**src/ctu_pkg.sv**
```systemverilog
package ctu_pkg;
	// ----------------------------------------
	// register map (byte addresses)
	// ----------------------------------------
	localparam logic [4:0] CTU_ADDR_CURRENT = 5'h00;
	localparam logic [4:0] CTU_ADDR_EDGE_LOW = 5'h04;
	localparam logic [4:0] CTU_ADDR_EDGE_HIGH = 5'h08;
	localparam logic [4:0] CTU_ADDR_IRQ_STATUS = 5'h0c;
	localparam logic [4:0] CTU_ADDR_IRQ_CLEAR = 5'h10;
	localparam logic [4:0] CTU_ADDR_IRQ_ENABLE = 5'h14;
	localparam int CTU_ADDR_W = 5;

	// ----------------------------------------
	// field positions
	// ----------------------------------------
	localparam int CTU_RANGE_LSB = 0;
	localparam int CTU_TRIM_LSB = 2;
	localparam int CTU_SEEN_ONE_BIT = 0;
	localparam int CTU_SEEN_TWO_BIT = 1;
	localparam int CTU_SRC_ONE_LSB = 2;
	localparam int CTU_POL_ONE_BIT = 4;
	localparam int CTU_SRC_TWO_LSB = 5;
	localparam int CTU_POL_TWO_BIT = 7;
	localparam int CTU_TRIG_EN_BIT = 0;
	localparam int CTU_ORDER_EN_BIT = 2;
	localparam int CTU_DISCHARGE_BIT = 3;
	localparam int CTU_UNIT_EN_BIT = 7;
	localparam logic [7:0] CTU_HIGH_MASK = 8'h8d;

	// ----------------------------------------
	// reset values and codes
	// ----------------------------------------
	localparam logic [7:0] CTU_REG_RESET = 8'h00;
	localparam logic [1:0] CTU_RANGE_LOWEST = 2'h0;
	localparam logic [5:0] CTU_TRIM_NEUTRAL = 6'h00;
	localparam logic [5:0] CTU_TRIM_MAX_DOWN = 6'h20;
	localparam logic [5:0] CTU_TRIM_MAX_UP = 6'h1f;
	localparam int CTU_TRIM_STEP_PCT = 2;
	localparam int CTU_IRQ_W = 3;
	localparam logic [1:0] CTU_RESP_OKAY = 2'h0;
	localparam logic [1:0] CTU_RESP_SLVERR = 2'h2;

	// edge source selection codes
	typedef enum logic [1:0] {
		CTU_SRC_PIN_ONE = 2'h0,
		CTU_SRC_PIN_TWO = 2'h1,
		CTU_SRC_EVT_ONE = 2'h2,
		CTU_SRC_EVT_TWO = 2'h3
	} ctu_src_t;
endpackage

```
**src/ctu_edge_sync.sv**
```systemverilog
`timescale 1ns/1ps
module ctu_edge_sync
	import ctu_pkg::*;
#(
	parameter int WIDTH = 4
) (
	input wire logic aclk,
	input wire logic aresetn,
	input wire logic [WIDTH-1:0] raw,
	output logic [WIDTH-1:0] synced
);
	// two-stage chain; the first stage feeds only the second
	logic [WIDTH-1:0] stage_one;
	logic [WIDTH-1:0] next_stage_one;
	logic [WIDTH-1:0] next_synced;

	always_comb begin
		next_stage_one = raw;
		next_synced = stage_one;
	end

	always_ff @(posedge aclk) begin
		if (!aresetn) begin
			stage_one <= '0;
			synced <= '0;
		end else begin
			stage_one <= next_stage_one;
			synced <= next_synced;
		end
	end
endmodule

```
**src/ctu_channel.sv**
```systemverilog
`timescale 1ns/1ps
module ctu_channel
	import ctu_pkg::*;
(
	input wire logic [3:0] sources,
	input wire logic [1:0] source_sel,
	input wire logic polarity,
	output logic active
);
	// level-sensitive: active while the chosen input equals the polarity level
	always_comb begin
		active = (sources[source_sel] == polarity);
	end
endmodule

```
**src/ctu_top.sv**
```systemverilog
// The placing of the registers and the AXI4-Lite register port were decided locally.
`timescale 1ns/1ps
module ctu_top
	import ctu_pkg::*;
(
	input wire logic aclk,
	input wire logic aresetn,
	input wire logic [31:0] s_axi_awaddr,
	input wire logic s_axi_awvalid,
	output logic s_axi_awready,
	input wire logic [31:0] s_axi_wdata,
	input wire logic [3:0] s_axi_wstrb,
	input wire logic s_axi_wvalid,
	output logic s_axi_wready,
	output logic [1:0] s_axi_bresp,
	output logic s_axi_bvalid,
	input wire logic s_axi_bready,
	input wire logic [31:0] s_axi_araddr,
	input wire logic s_axi_arvalid,
	output logic s_axi_arready,
	output logic [31:0] s_axi_rdata,
	output logic [1:0] s_axi_rresp,
	output logic s_axi_rvalid,
	input wire logic s_axi_rready,
	input wire logic edge_pin_one,
	input wire logic edge_pin_two,
	input wire logic capture_compare_event_one,
	input wire logic capture_compare_event_two,
	output logic current_source_on,
	output logic [1:0] current_range_sel,
	output logic [5:0] current_trim,
	output logic discharge_on,
	output logic adc_trigger,
	output logic irq
);
	// ----------------------------------------
	// registers
	// ----------------------------------------
	logic [7:0] current_source_control;
	logic [7:0] edge_control_low;
	logic [7:0] edge_control_high;
	logic [CTU_IRQ_W-1:0] irq_status;
	logic [CTU_IRQ_W-1:0] irq_enable;
	logic [7:0] next_current_source_control;
	logic [7:0] next_edge_control_low;
	logic [7:0] next_edge_control_high;
	logic [CTU_IRQ_W-1:0] next_irq_status;
	logic [CTU_IRQ_W-1:0] next_irq_enable;

	// ----------------------------------------
	// bus state
	// ----------------------------------------
	logic aw_held;
	logic w_held;
	logic [CTU_ADDR_W-1:0] aw_addr;
	logic [31:0] w_data;
	logic [3:0] w_strb;
	logic next_aw_held;
	logic next_w_held;
	logic [CTU_ADDR_W-1:0] next_aw_addr;
	logic [31:0] next_w_data;
	logic [3:0] next_w_strb;
	logic next_awready;
	logic next_wready;
	logic next_bvalid;
	logic [1:0] next_bresp;
	logic next_arready;
	logic next_rvalid;
	logic [31:0] next_rdata;
	logic [1:0] next_rresp;
	logic do_write;

	// ----------------------------------------
	// outputs and helpers
	// ----------------------------------------
	logic next_source_on;
	logic next_discharge;
	logic next_trigger;
	logic next_irq;
	logic trig_en_prev;
	logic next_trig_en_prev;
	logic [3:0] synced;
	logic chan_one_active;
	logic chan_two_active;
	logic chan_one_seen;
	logic chan_two_seen;
	logic unit_enable;
	logic edge_order_enable;
	logic adc_trigger_enable;
	logic discharge_enable;
	logic [7:0] read_byte;
	logic read_ok;

	function automatic logic addr_known(input logic [CTU_ADDR_W-1:0] a);
		addr_known = (a == CTU_ADDR_CURRENT) || (a == CTU_ADDR_EDGE_LOW) || (a == CTU_ADDR_EDGE_HIGH) ||
			(a == CTU_ADDR_IRQ_STATUS) || (a == CTU_ADDR_IRQ_CLEAR) || (a == CTU_ADDR_IRQ_ENABLE);
	endfunction

	assign chan_one_seen = edge_control_low[CTU_SEEN_ONE_BIT];
	assign chan_two_seen = edge_control_low[CTU_SEEN_TWO_BIT];
	assign unit_enable = edge_control_high[CTU_UNIT_EN_BIT];
	assign edge_order_enable = edge_control_high[CTU_ORDER_EN_BIT];
	assign adc_trigger_enable = edge_control_high[CTU_TRIG_EN_BIT];
	assign discharge_enable = edge_control_high[CTU_DISCHARGE_BIT];

	// ----------------------------------------
	// edge inputs
	// ----------------------------------------
	// all four sources are synchronised before selection so a source change never glitches a channel
	ctu_edge_sync #(.WIDTH(4)) u_sync (
		.aclk(aclk),
		.aresetn(aresetn),
		.raw({capture_compare_event_two, capture_compare_event_one, edge_pin_two, edge_pin_one}),
		.synced(synced)
	);

	ctu_channel u_chan_one (
		.sources(synced),
		.source_sel(edge_control_low[CTU_SRC_ONE_LSB +: 2]),
		.polarity(edge_control_low[CTU_POL_ONE_BIT]),
		.active(chan_one_active)
	);

	ctu_channel u_chan_two (
		.sources(synced),
		.source_sel(edge_control_low[CTU_SRC_TWO_LSB +: 2]),
		.polarity(edge_control_low[CTU_POL_TWO_BIT]),
		.active(chan_two_active)
	);

	// ----------------------------------------
	// axi4-lite slave
	// ----------------------------------------
	always_comb begin
		next_aw_held = aw_held;
		next_w_held = w_held;
		next_aw_addr = aw_addr;
		next_w_data = w_data;
		next_w_strb = w_strb;
		next_bvalid = s_axi_bvalid;
		next_bresp = s_axi_bresp;
		next_arready = 1'b0;
		next_rvalid = s_axi_rvalid;
		next_rdata = s_axi_rdata;
		next_rresp = s_axi_rresp;
		do_write = 1'b0;
		if (s_axi_awvalid && s_axi_awready) begin
			next_aw_held = 1'b1;
			next_aw_addr = s_axi_awaddr[CTU_ADDR_W-1:0];
		end
		if (s_axi_wvalid && s_axi_wready) begin
			next_w_held = 1'b1;
			next_w_data = s_axi_wdata;
			next_w_strb = s_axi_wstrb;
		end
		if (s_axi_bvalid && s_axi_bready) begin
			next_bvalid = 1'b0;
		end
		if (aw_held && w_held && !s_axi_bvalid) begin
			do_write = addr_known(aw_addr);
			next_bvalid = 1'b1;
			next_bresp = addr_known(aw_addr) ? CTU_RESP_OKAY : CTU_RESP_SLVERR;
			next_aw_held = 1'b0;
			next_w_held = 1'b0;
		end
		next_awready = !next_aw_held && !next_bvalid;
		next_wready = !next_w_held && !next_bvalid;
		if (s_axi_rvalid && s_axi_rready) begin
			next_rvalid = 1'b0;
		end
		case (s_axi_araddr[CTU_ADDR_W-1:0])
			CTU_ADDR_CURRENT: read_byte = current_source_control;
			CTU_ADDR_EDGE_LOW: read_byte = edge_control_low;
			CTU_ADDR_EDGE_HIGH: read_byte = edge_control_high;
			CTU_ADDR_IRQ_STATUS: read_byte = {5'h00, irq_status};
			CTU_ADDR_IRQ_ENABLE: read_byte = {5'h00, irq_enable};
			default: read_byte = 8'h00;
		endcase
		read_ok = addr_known(s_axi_araddr[CTU_ADDR_W-1:0]);
		if (s_axi_arvalid && s_axi_arready) begin
			next_rvalid = 1'b1;
			next_rdata = {24'h000000, read_byte};
			next_rresp = read_ok ? CTU_RESP_OKAY : CTU_RESP_SLVERR;
		end else if (s_axi_arvalid && !s_axi_rvalid && !s_axi_arready) begin
			next_arready = 1'b1;
		end
	end

	// ----------------------------------------
	// control and status
	// ----------------------------------------
	always_comb begin
		next_current_source_control = current_source_control;
		next_edge_control_low = edge_control_low;
		next_edge_control_high = edge_control_high;
		next_irq_enable = irq_enable;
		next_irq_status = irq_status;
		// range and trim are stored as written; the analog side decodes them
		if (do_write && w_strb[0]) begin
			case (aw_addr)
				CTU_ADDR_CURRENT: next_current_source_control = w_data[7:0];
				CTU_ADDR_EDGE_LOW: next_edge_control_low = w_data[7:0];
				CTU_ADDR_EDGE_HIGH: next_edge_control_high = w_data[7:0] & CTU_HIGH_MASK;
				CTU_ADDR_IRQ_ENABLE: next_irq_enable = w_data[CTU_IRQ_W-1:0];
				CTU_ADDR_IRQ_CLEAR: next_irq_status = irq_status & ~w_data[CTU_IRQ_W-1:0];
				default: next_irq_enable = irq_enable;
			endcase
		end
		// hardware set follows the write, so an event in the cleared cycle wins; the new
		// configuration takes effect next cycle, after which a matching level sets at once
		if (unit_enable) begin
			if (chan_one_active) begin
				next_edge_control_low[CTU_SEEN_ONE_BIT] = 1'b1;
			end
			if (chan_two_active && (!edge_order_enable || chan_one_seen)) begin
				next_edge_control_low[CTU_SEEN_TWO_BIT] = 1'b1;
			end
		end
		// interrupt events: each seen bit rising, and the trigger pulse
		if (next_edge_control_low[CTU_SEEN_ONE_BIT] && !chan_one_seen) begin
			next_irq_status[0] = 1'b1;
		end
		if (next_edge_control_low[CTU_SEEN_TWO_BIT] && !chan_two_seen) begin
			next_irq_status[1] = 1'b1;
		end
		if (next_trigger) begin
			next_irq_status[2] = 1'b1;
		end
	end

	always_comb begin
		// one seen bit exactly; both cleared in one write keeps the source off
		next_source_on = unit_enable && (chan_one_seen ^ chan_two_seen);
		next_discharge = discharge_enable;
		next_trig_en_prev = adc_trigger_enable && unit_enable;
		// one conversion per measurement: pulse when both edges are done and trigger is enabled
		next_trigger = adc_trigger_enable && unit_enable && chan_one_seen && chan_two_seen &&
			!trig_en_prev;
		next_irq = |(irq_status & irq_enable);
	end

	always_ff @(posedge aclk) begin
		if (!aresetn) begin
			current_source_control <= CTU_REG_RESET;
			edge_control_low <= CTU_REG_RESET;
			edge_control_high <= CTU_REG_RESET;
			irq_status <= '0;
			irq_enable <= '0;
			aw_held <= 1'b0;
			w_held <= 1'b0;
			aw_addr <= '0;
			w_data <= '0;
			w_strb <= '0;
			s_axi_awready <= 1'b0;
			s_axi_wready <= 1'b0;
			s_axi_bvalid <= 1'b0;
			s_axi_bresp <= CTU_RESP_OKAY;
			s_axi_arready <= 1'b0;
			s_axi_rvalid <= 1'b0;
			s_axi_rdata <= '0;
			s_axi_rresp <= CTU_RESP_OKAY;
			current_source_on <= 1'b0;
			current_range_sel <= CTU_RANGE_LOWEST;
			current_trim <= CTU_TRIM_NEUTRAL;
			discharge_on <= 1'b0;
			adc_trigger <= 1'b0;
			trig_en_prev <= 1'b0;
			irq <= 1'b0;
		end else begin
			current_source_control <= next_current_source_control;
			edge_control_low <= next_edge_control_low;
			edge_control_high <= next_edge_control_high;
			irq_status <= next_irq_status;
			irq_enable <= next_irq_enable;
			aw_held <= next_aw_held;
			w_held <= next_w_held;
			aw_addr <= next_aw_addr;
			w_data <= next_w_data;
			w_strb <= next_w_strb;
			s_axi_awready <= next_awready;
			s_axi_wready <= next_wready;
			s_axi_bvalid <= next_bvalid;
			s_axi_bresp <= next_bresp;
			s_axi_arready <= next_arready;
			s_axi_rvalid <= next_rvalid;
			s_axi_rdata <= next_rdata;
			s_axi_rresp <= next_rresp;
			current_source_on <= next_source_on;
			current_range_sel <= current_source_control[CTU_RANGE_LSB +: 2];
			current_trim <= current_source_control[CTU_TRIM_LSB +: 6];
			discharge_on <= next_discharge;
			adc_trigger <= next_trigger;
			trig_en_prev <= next_trig_en_prev && chan_one_seen && chan_two_seen;
			irq <= next_irq;
		end
	end
endmodule

```
**config.mk**
```make
export PLATFORM = sky130hd
export DESIGN_NAME = ctu_top
export DESIGN_NICKNAME = d
export VERILOG_FILES = /design/src/ctu_pkg.sv /design/src/ctu_edge_sync.sv /design/src/ctu_channel.sv /design/src/ctu_top.sv
export SDC_FILE = /design/constraint.sdc
export NUM_CORES = 1
export LEC_CHECK = 0
export ABC_AREA = 1
export BUFFER_PORTS_ARGS = -buffer_cell sky130_fd_sc_hd__buf_2
export CORE_ASPECT_RATIO = 1.4
export CORE_MARGIN = 2
export CORE_UTILIZATION = 41
export DETAILED_ROUTE_END_ITERATION = 7
export GPL_TIMING_DRIVEN = 0
export PLACE_DENSITY = 0.86
export SLEW_MARGIN = 0
export SYNTH_ARGS = -nofsm -noshare
export SYNTH_HDL_FRONTEND = slang
export SYNTH_HIERARCHICAL = 1
export SYNTH_SLANG_ARGS = --single-unit
```
**constraint.sdc**
```tcl
create_clock -name aclk -period 1.18 [get_ports aclk]
set_input_delay 0.177 -clock aclk [delete_from_list [all_inputs] [get_ports aclk]]
set_output_delay 0.177 -clock aclk [all_outputs]
set_load 0.01 [all_outputs]
```
==> After elaboration in Yosys (flattened, before gate mapping) <==
Index checks and enable logic that the tools add are counted.
{ "totals": {"register_bits": 80, "latch_bits": 0, "ram_bits": 0, "rom_bits": 0, "elab_cells": 135, "mem_count": 0} }
{ "op_classes": {"n_addsub": 0, "mul": 0, "div_mod_pow": 0, "n_lt_le_gt_ge": 2, "n_eq_ne": 12, "n_shift": 0, "n_mux": 27, "n_bitwise": 5, "n_reduce_logical": 59} }
{ "op_table": {"columns": ["op", "count"], "rows": [
  ["$pmux W8 S5", 1],
  ["$eq A5 B4 Y1 const B", 4],
  ["$eq A5 B5 Y1 const B", 4],
  ["$logic_and A1 B1 Y1", 20],
  ["$mux W1", 17],
  ["$reduce_and A2 Y1", 7],
  ["$reduce_bool A2 Y1", 7],
  ["$logic_or A1 B1 Y1", 11],
  ["$eq A5 B3 Y1 const B", 2],
  ["$logic_not A1 Y1", 10],
  ["$logic_not A5 Y1", 2],
  ["$mux W2", 5],
  ["$and A3 B3 Y3", 2],
  ["$lt A2 B3 Y1 const B", 2],
  ["$mux W3", 2],
  ["$bmux W1 S2", 2],
  ["$not A3 Y3", 1],
  ["$reduce_or A3 Y1", 1],
  ["$eq A1 B1 Y1", 2],
  ["$reduce_or A2 Y1", 1],
  ["$not A1 Y1", 1],
  ["$xor A1 B1 Y1", 1]
]} }

==> Longest topological paths before layout <==
{ "depth": {"depth_word": 14, "depth_mapped": 11, "ltp_nobuf": 11} }

==> Hierarchy <==
The synthesis kept the hierarchy.
{ "modules_own_cells": {"columns": ["module", "n_inst", "cells_each", "area_each_um2", "seq_area_each_um2"], "rows": [
  ["ctu_top", 1, 387, 2970.3, 1401.3],
  ["ctu_edge_sync", 1, 25, 225.2, 160.2],
  ["ctu_channel", 2, 13, 57.6, 0.0]
]} }

==> Least setup slack after synthesis <==
OpenSTA, ideal clock, no wires.
{ "synth_timing": {"kind": "register -> register", "start": "register s_axi_bvalid", "end": "register current_source_control[6]", "setup_ns": 0.115, "t_arrival_ns": 1.197, "required_ns": 1.065, "path_slack_ns": -0.132, "stages_incl_launch_ff": 10, "path_buffers": 1, "path_cell_list": "dfxtp_1 -> inv_1 -> nand3_4 -> nor2_4 -> nand2_4 -> nor2_4 -> nand2_4 -> buf_6 -> o21ai_2 -> a21oi_2"} }
{ "synth_via": {"elab_chain_len": 5} }
{ "synth_rtl": {"columns": ["element", "line", "text"], "rows": [
  ["from (decl)", "ctu_top.sv:16", "output logic s_axi_bvalid,"],
  ["from (signal assigned)", "ctu_top.sv:282", "s_axi_bvalid <= next_bvalid;"],
  ["$logic_not A1 Y1", "ctu_top.sv:159", "if (aw_held && w_held && !s_axi_bvalid) begin"],
  ["$logic_and A1 B1 Y1", "ctu_top.sv:159", null],
  ["$mux W1", "ctu_top.sv:159", null],
  ["$logic_and A1 B1 Y1", "ctu_top.sv:199", "if (do_write && w_strb[0]) begin"],
  ["$reduce_and A2 Y1 (no line)", null, null],
  ["to (signal assigned)", "ctu_top.sv:270", "current_source_control <= next_current_source_control;"],
  ["to (decl)", "ctu_top.sv:39", "logic [7:0] current_source_control;"]
]} }
Every way passes these cells.
A chain may end at the register's enable or synchronous reset.

==> Final worst setup path <==
{ "layout_timing": {"start": "register aw_addr[0]", "end": "register current_source_control[6]"} }
{ "layout_via": {"elab_chain_len": 9} }
{ "layout_rtl": {"columns": ["element", "line", "text"], "rows": [
  ["from (decl)", "ctu_top.sv:55", "logic [CTU_ADDR_W-1:0] aw_addr;"],
  ["from (signal assigned)", "ctu_top.sv:277", "aw_addr <= next_aw_addr;"],
  ["$eq A5 B3 Y1 or $logic_not A5 Y1 (tied branches)", "ctu_top.sv:95, ctu_top.sv:200", null],
  ["$logic_or A1 B1 Y1 (3 in a row)", "ctu_top.sv:95", "addr_known = (a == CTU_ADDR_CURRENT) || (a == CTU_ADDR_EDGE_LOW) || (a == CTU_ADDR_EDGE_HIGH) ||"],
  ["$logic_or A1 B1 Y1 (2 in a row)", "ctu_top.sv:96", "(a == CTU_ADDR_IRQ_STATUS) || (a == CTU_ADDR_IRQ_CLEAR) || (a == CTU_ADDR_IRQ_ENABLE);"],
  ["$mux W1", "ctu_top.sv:159", null],
  ["$logic_and A1 B1 Y1", "ctu_top.sv:199", null],
  ["$reduce_and A2 Y1 (no line) (*)", null, null]
]} }
Every way passes the cells marked *; elsewhere a longest branch is shown, timed or not.

==> results.cfg <==
[status]
status = finished with violations
violated_checks = setup timing

[detailed_routing]
vias_per_cell = 4.66
num_vias = 2991
wl_per_cell_um = 11.7
drtPass1Iterations = 4
ant_nets = 0
drt-total-wl_mm = 7.53
drc = 0
drt_iter0_markers = 148

[pwr]
vdd_ir_drop_max_mv = 0.795
power.density_cell_area_nw_per_um2 = 1270
fin_total_pwr_w = 0.00534
static-leakage-power_nw = 2.02

[worst_setup_path]
crit_fanout = 10
worst-path-buf-inv = 1
crit_path_max_incr_delay_ns = 0.33
arrival_ns = 1.68
crit_path_top_delay_cell = dfxtp_2
cp_common_cell = nor2_4
regToRegSetupSlack_ns = -0.25
kind_of_end_point_of_the_critical_path = flop
reg2reg_depth = 9
criticalPathCategory = reg2reg
worst_setup_path_start_kind = flop
crit-reg2reg-capture = current_source_control[6]
regToRegStartpoint = aw_addr[0]
timing.critical_path.cells = nor2_4 -> nand2_2 -> nor2_4 -> nand2_4 -> nor2_4 -> nand2_4 -> buf_12 -> o21ai_4 -> a21oi_2
critical-path-top-delay-family = simple AND/OR/NAND/NOR gates
timing.critical_path.required_ns = 1.43

[synth]
synth_top_area_cell = dfxtp_1
yosys_register_bits = 78
post_synth_edffs = 0
synth-seq-area-share = 0.472
synth-async-reset-ratio = 0
postSynth.topFlopCell = dfxtp_1
yosys_warnings = 6
synth.most_common_cell = nand2_1
syn-instance-count = 438
syn_area_per_cell_um2 = 7.56
post_synth_most_frequent_cells = nand2_1, dfxtp_1, inv_1
netlist_area_pre_place_um2 = 3310
synth_top_area_share = 0.472
synth.area.top_cells = dfxtp_1, nand2_1, inv_1, buf_4, o21ai_0
synth.lib_cells_used.distinct = 27

[cells_and_area]
antennaDiodeCount = 0
synthToLayoutAreaGrowth_pct = 26.6
drive_gt1_frac = 0.271
area.sequential_um2 = 1570
fill_cells = 707
layout.cells.non_filler = 642
final_net_count = 649
postLayoutCoreUtil = 0.538
multi_input_logic_area_um2 = 1450

[clock_network]
worst_skew_pair.late_latency_ns = 0.35
cts.reportedPaths.clkPinSlew_ns = 0.07
cts-buffers-inserted = 9
clock_tree.root_cell = clkbuf_8
cts_num_sinks = 78
cts.path.max_buffers = 2
tritoncts = yes
cts_htree_levels = 3

[timing]
post-route-period-util = 1.22
hold_viol_final = 0
measured_slew_at_the_worst_slew_check_pin_ns = 0.601
timing.final.setup_violations = 26
timing.hold.ws_ns = 0.0107
finalMaxSlewViolations = 0
min_period_ns = 1.43
max_freq_ghz = 0.697
rel_slew_slack = 0.599
post-route-worst-setup-slack_ns = -0.255
grt_setup_unrepaired = true
fin_skew_ns = 0.00757

[die]
die_width_um = 79.9
full_die_area_um2 = 8820
boundaryPins = 164
initial_utilization = 0.425
rows = 38
core_region_area_um2 = 7800
die-height_um = 110

[global_route]
globalRoute.totalOverflow = 0
globalRouteTotalUtil = 0.170
grt_pass1_vias = 2688
antenna_violations_before_repair = 0
grt_first_pass_wirelength_mm = 11.6
largest_net_degree_at_the_start_of_global_routing = 13

[placement]
numPlacedInstances = 619
port-buffer-count = 56
dp_hpwl_mm = 5.55
finalWeightedCongestion = 0.878
place_worst_setup_slack_ns = -0.274

[hold_path]
min_delay_worst_endpoint = u_sync/next_synced[2]
min_delay_path_depth = 3
hold_path.startpoint = capture_compare_event_one
hold_path_class = in2reg

[flow_run]
max_cap_viol_count = 0
repair_timing:
item / in CTS / in global routing
hold buffers: 2 / 0
setup buffers: 5 / 1
endpoints found under the hold margin: 2 / 0
gates resized for setup: 12 / 27
endpoints found under the setup margin: 26 / 29
pin swaps: 2 / 7
worst max-delay path by stage:
stage                    start                         to  slack [ns]  depth (start not counted)
floorplan           aw_addr[0]  current_source_control[6]       -0.12                          9
global placement    aw_addr[0]  current_source_control[7]       -0.24                          9
detailed placement  aw_addr[0]  current_source_control[6]       -0.27                          9
CTS                 aw_addr[1]  current_source_control[6]       -0.21                          9
global route        aw_addr[0]  current_source_control[7]       -0.32                          9
finish              aw_addr[0]  current_source_control[6]       -0.25                          9
metal layers:
layer,vias to the layer above,track usage,wire length [um]
li1,1543,-,-
met1,1311,0.191,3040
met2,115,0.296,3690
met3,22,0.0285,520
met4,0,0.108,277
met5,-,0,0
cell usage in the layout, fill, tap and decap left out, types with 2 or more instances in the layout:
master,count
o21ai_1,5
a21oi_1,29
nand2_4,2
nand3_2,5
o21ai_0,24
nand4_1,11
dfxtp_2,6
buf_6,2
o21ai_2,3
buf_2,57
clkbuf_8,9
o21ai_4,3
nand2_1,92
bufinv_16,2
a211oi_1,4
nor2_4,6
dfxtp_1,72
nand3_1,23
nor2_2,3
inv_2,2
a21oi_2,5
nand2_2,2
dlygate4sd3_1,2
nor4_1,2
conb_1,26
buf_4,30
inv_1,58
nor3_1,2
o22ai_1,3
clkbuf_1,10
nor2_1,32
metrics by stage:
| step | setup TNS [ns] | cell area [um2] |
|---|---|---|
| final | -4.14 | 4190 |
| after global routing | -6.56 | 4190 |
| after detailed placement | -6.85 | 3810 |
| after global placement | -5.66 | 3810 |
| after floorplan | -0.937 | 3410 |
| after CTS | -3.06 | 4090 |
worst min-delay path, delay by kind of cell:
kind | cells | cell delay (ns)
buffers and inverters | 2 | 0.11
and+or+nand+nor | 1 | 0.04
registers in the layout, indices dropped and copies added (netlist names), 2 cells and up:
signal	flops
current_source_control	8
edge_control_low	8
s_axi_rdata	8
w_data	8
current_trim	6
aw_addr	5
edge_control_high	4
u_sync/next_synced	4
u_sync/synced	4
irq_enable	3
irq_status	3
current_range_sel	2
power breakdown:
group	switching, W	internal [W]
clock	0.000920	0.00118
sequential	0.0000588	0.00270
combinational	0.000285	0.000193
total	0.00126	0.00407
cell families after synthesis:
logic type / Yosys count / synth area share
AO/OA/AOI/OAI: 77 / 0.126
buffers and inverters: 99 / 0.144
flip-flops: 78 / 0.472
other: 1 / 0.00113
AND/OR/NAND/NOR: 183 / 0.257
area by class of cell:
type	count	area share
Sequential cell	78	0.374
Multi-Input combinational cell	286	0.345
Timing Repair Buffer	64	0.0842
Buffer	37	0.0609
Inverter	62	0.0573
Clock buffer	11	0.0313
Tap cell	100	0.0298
Clock inverter	4	0.0173
(Power assumes the default switching activity.)
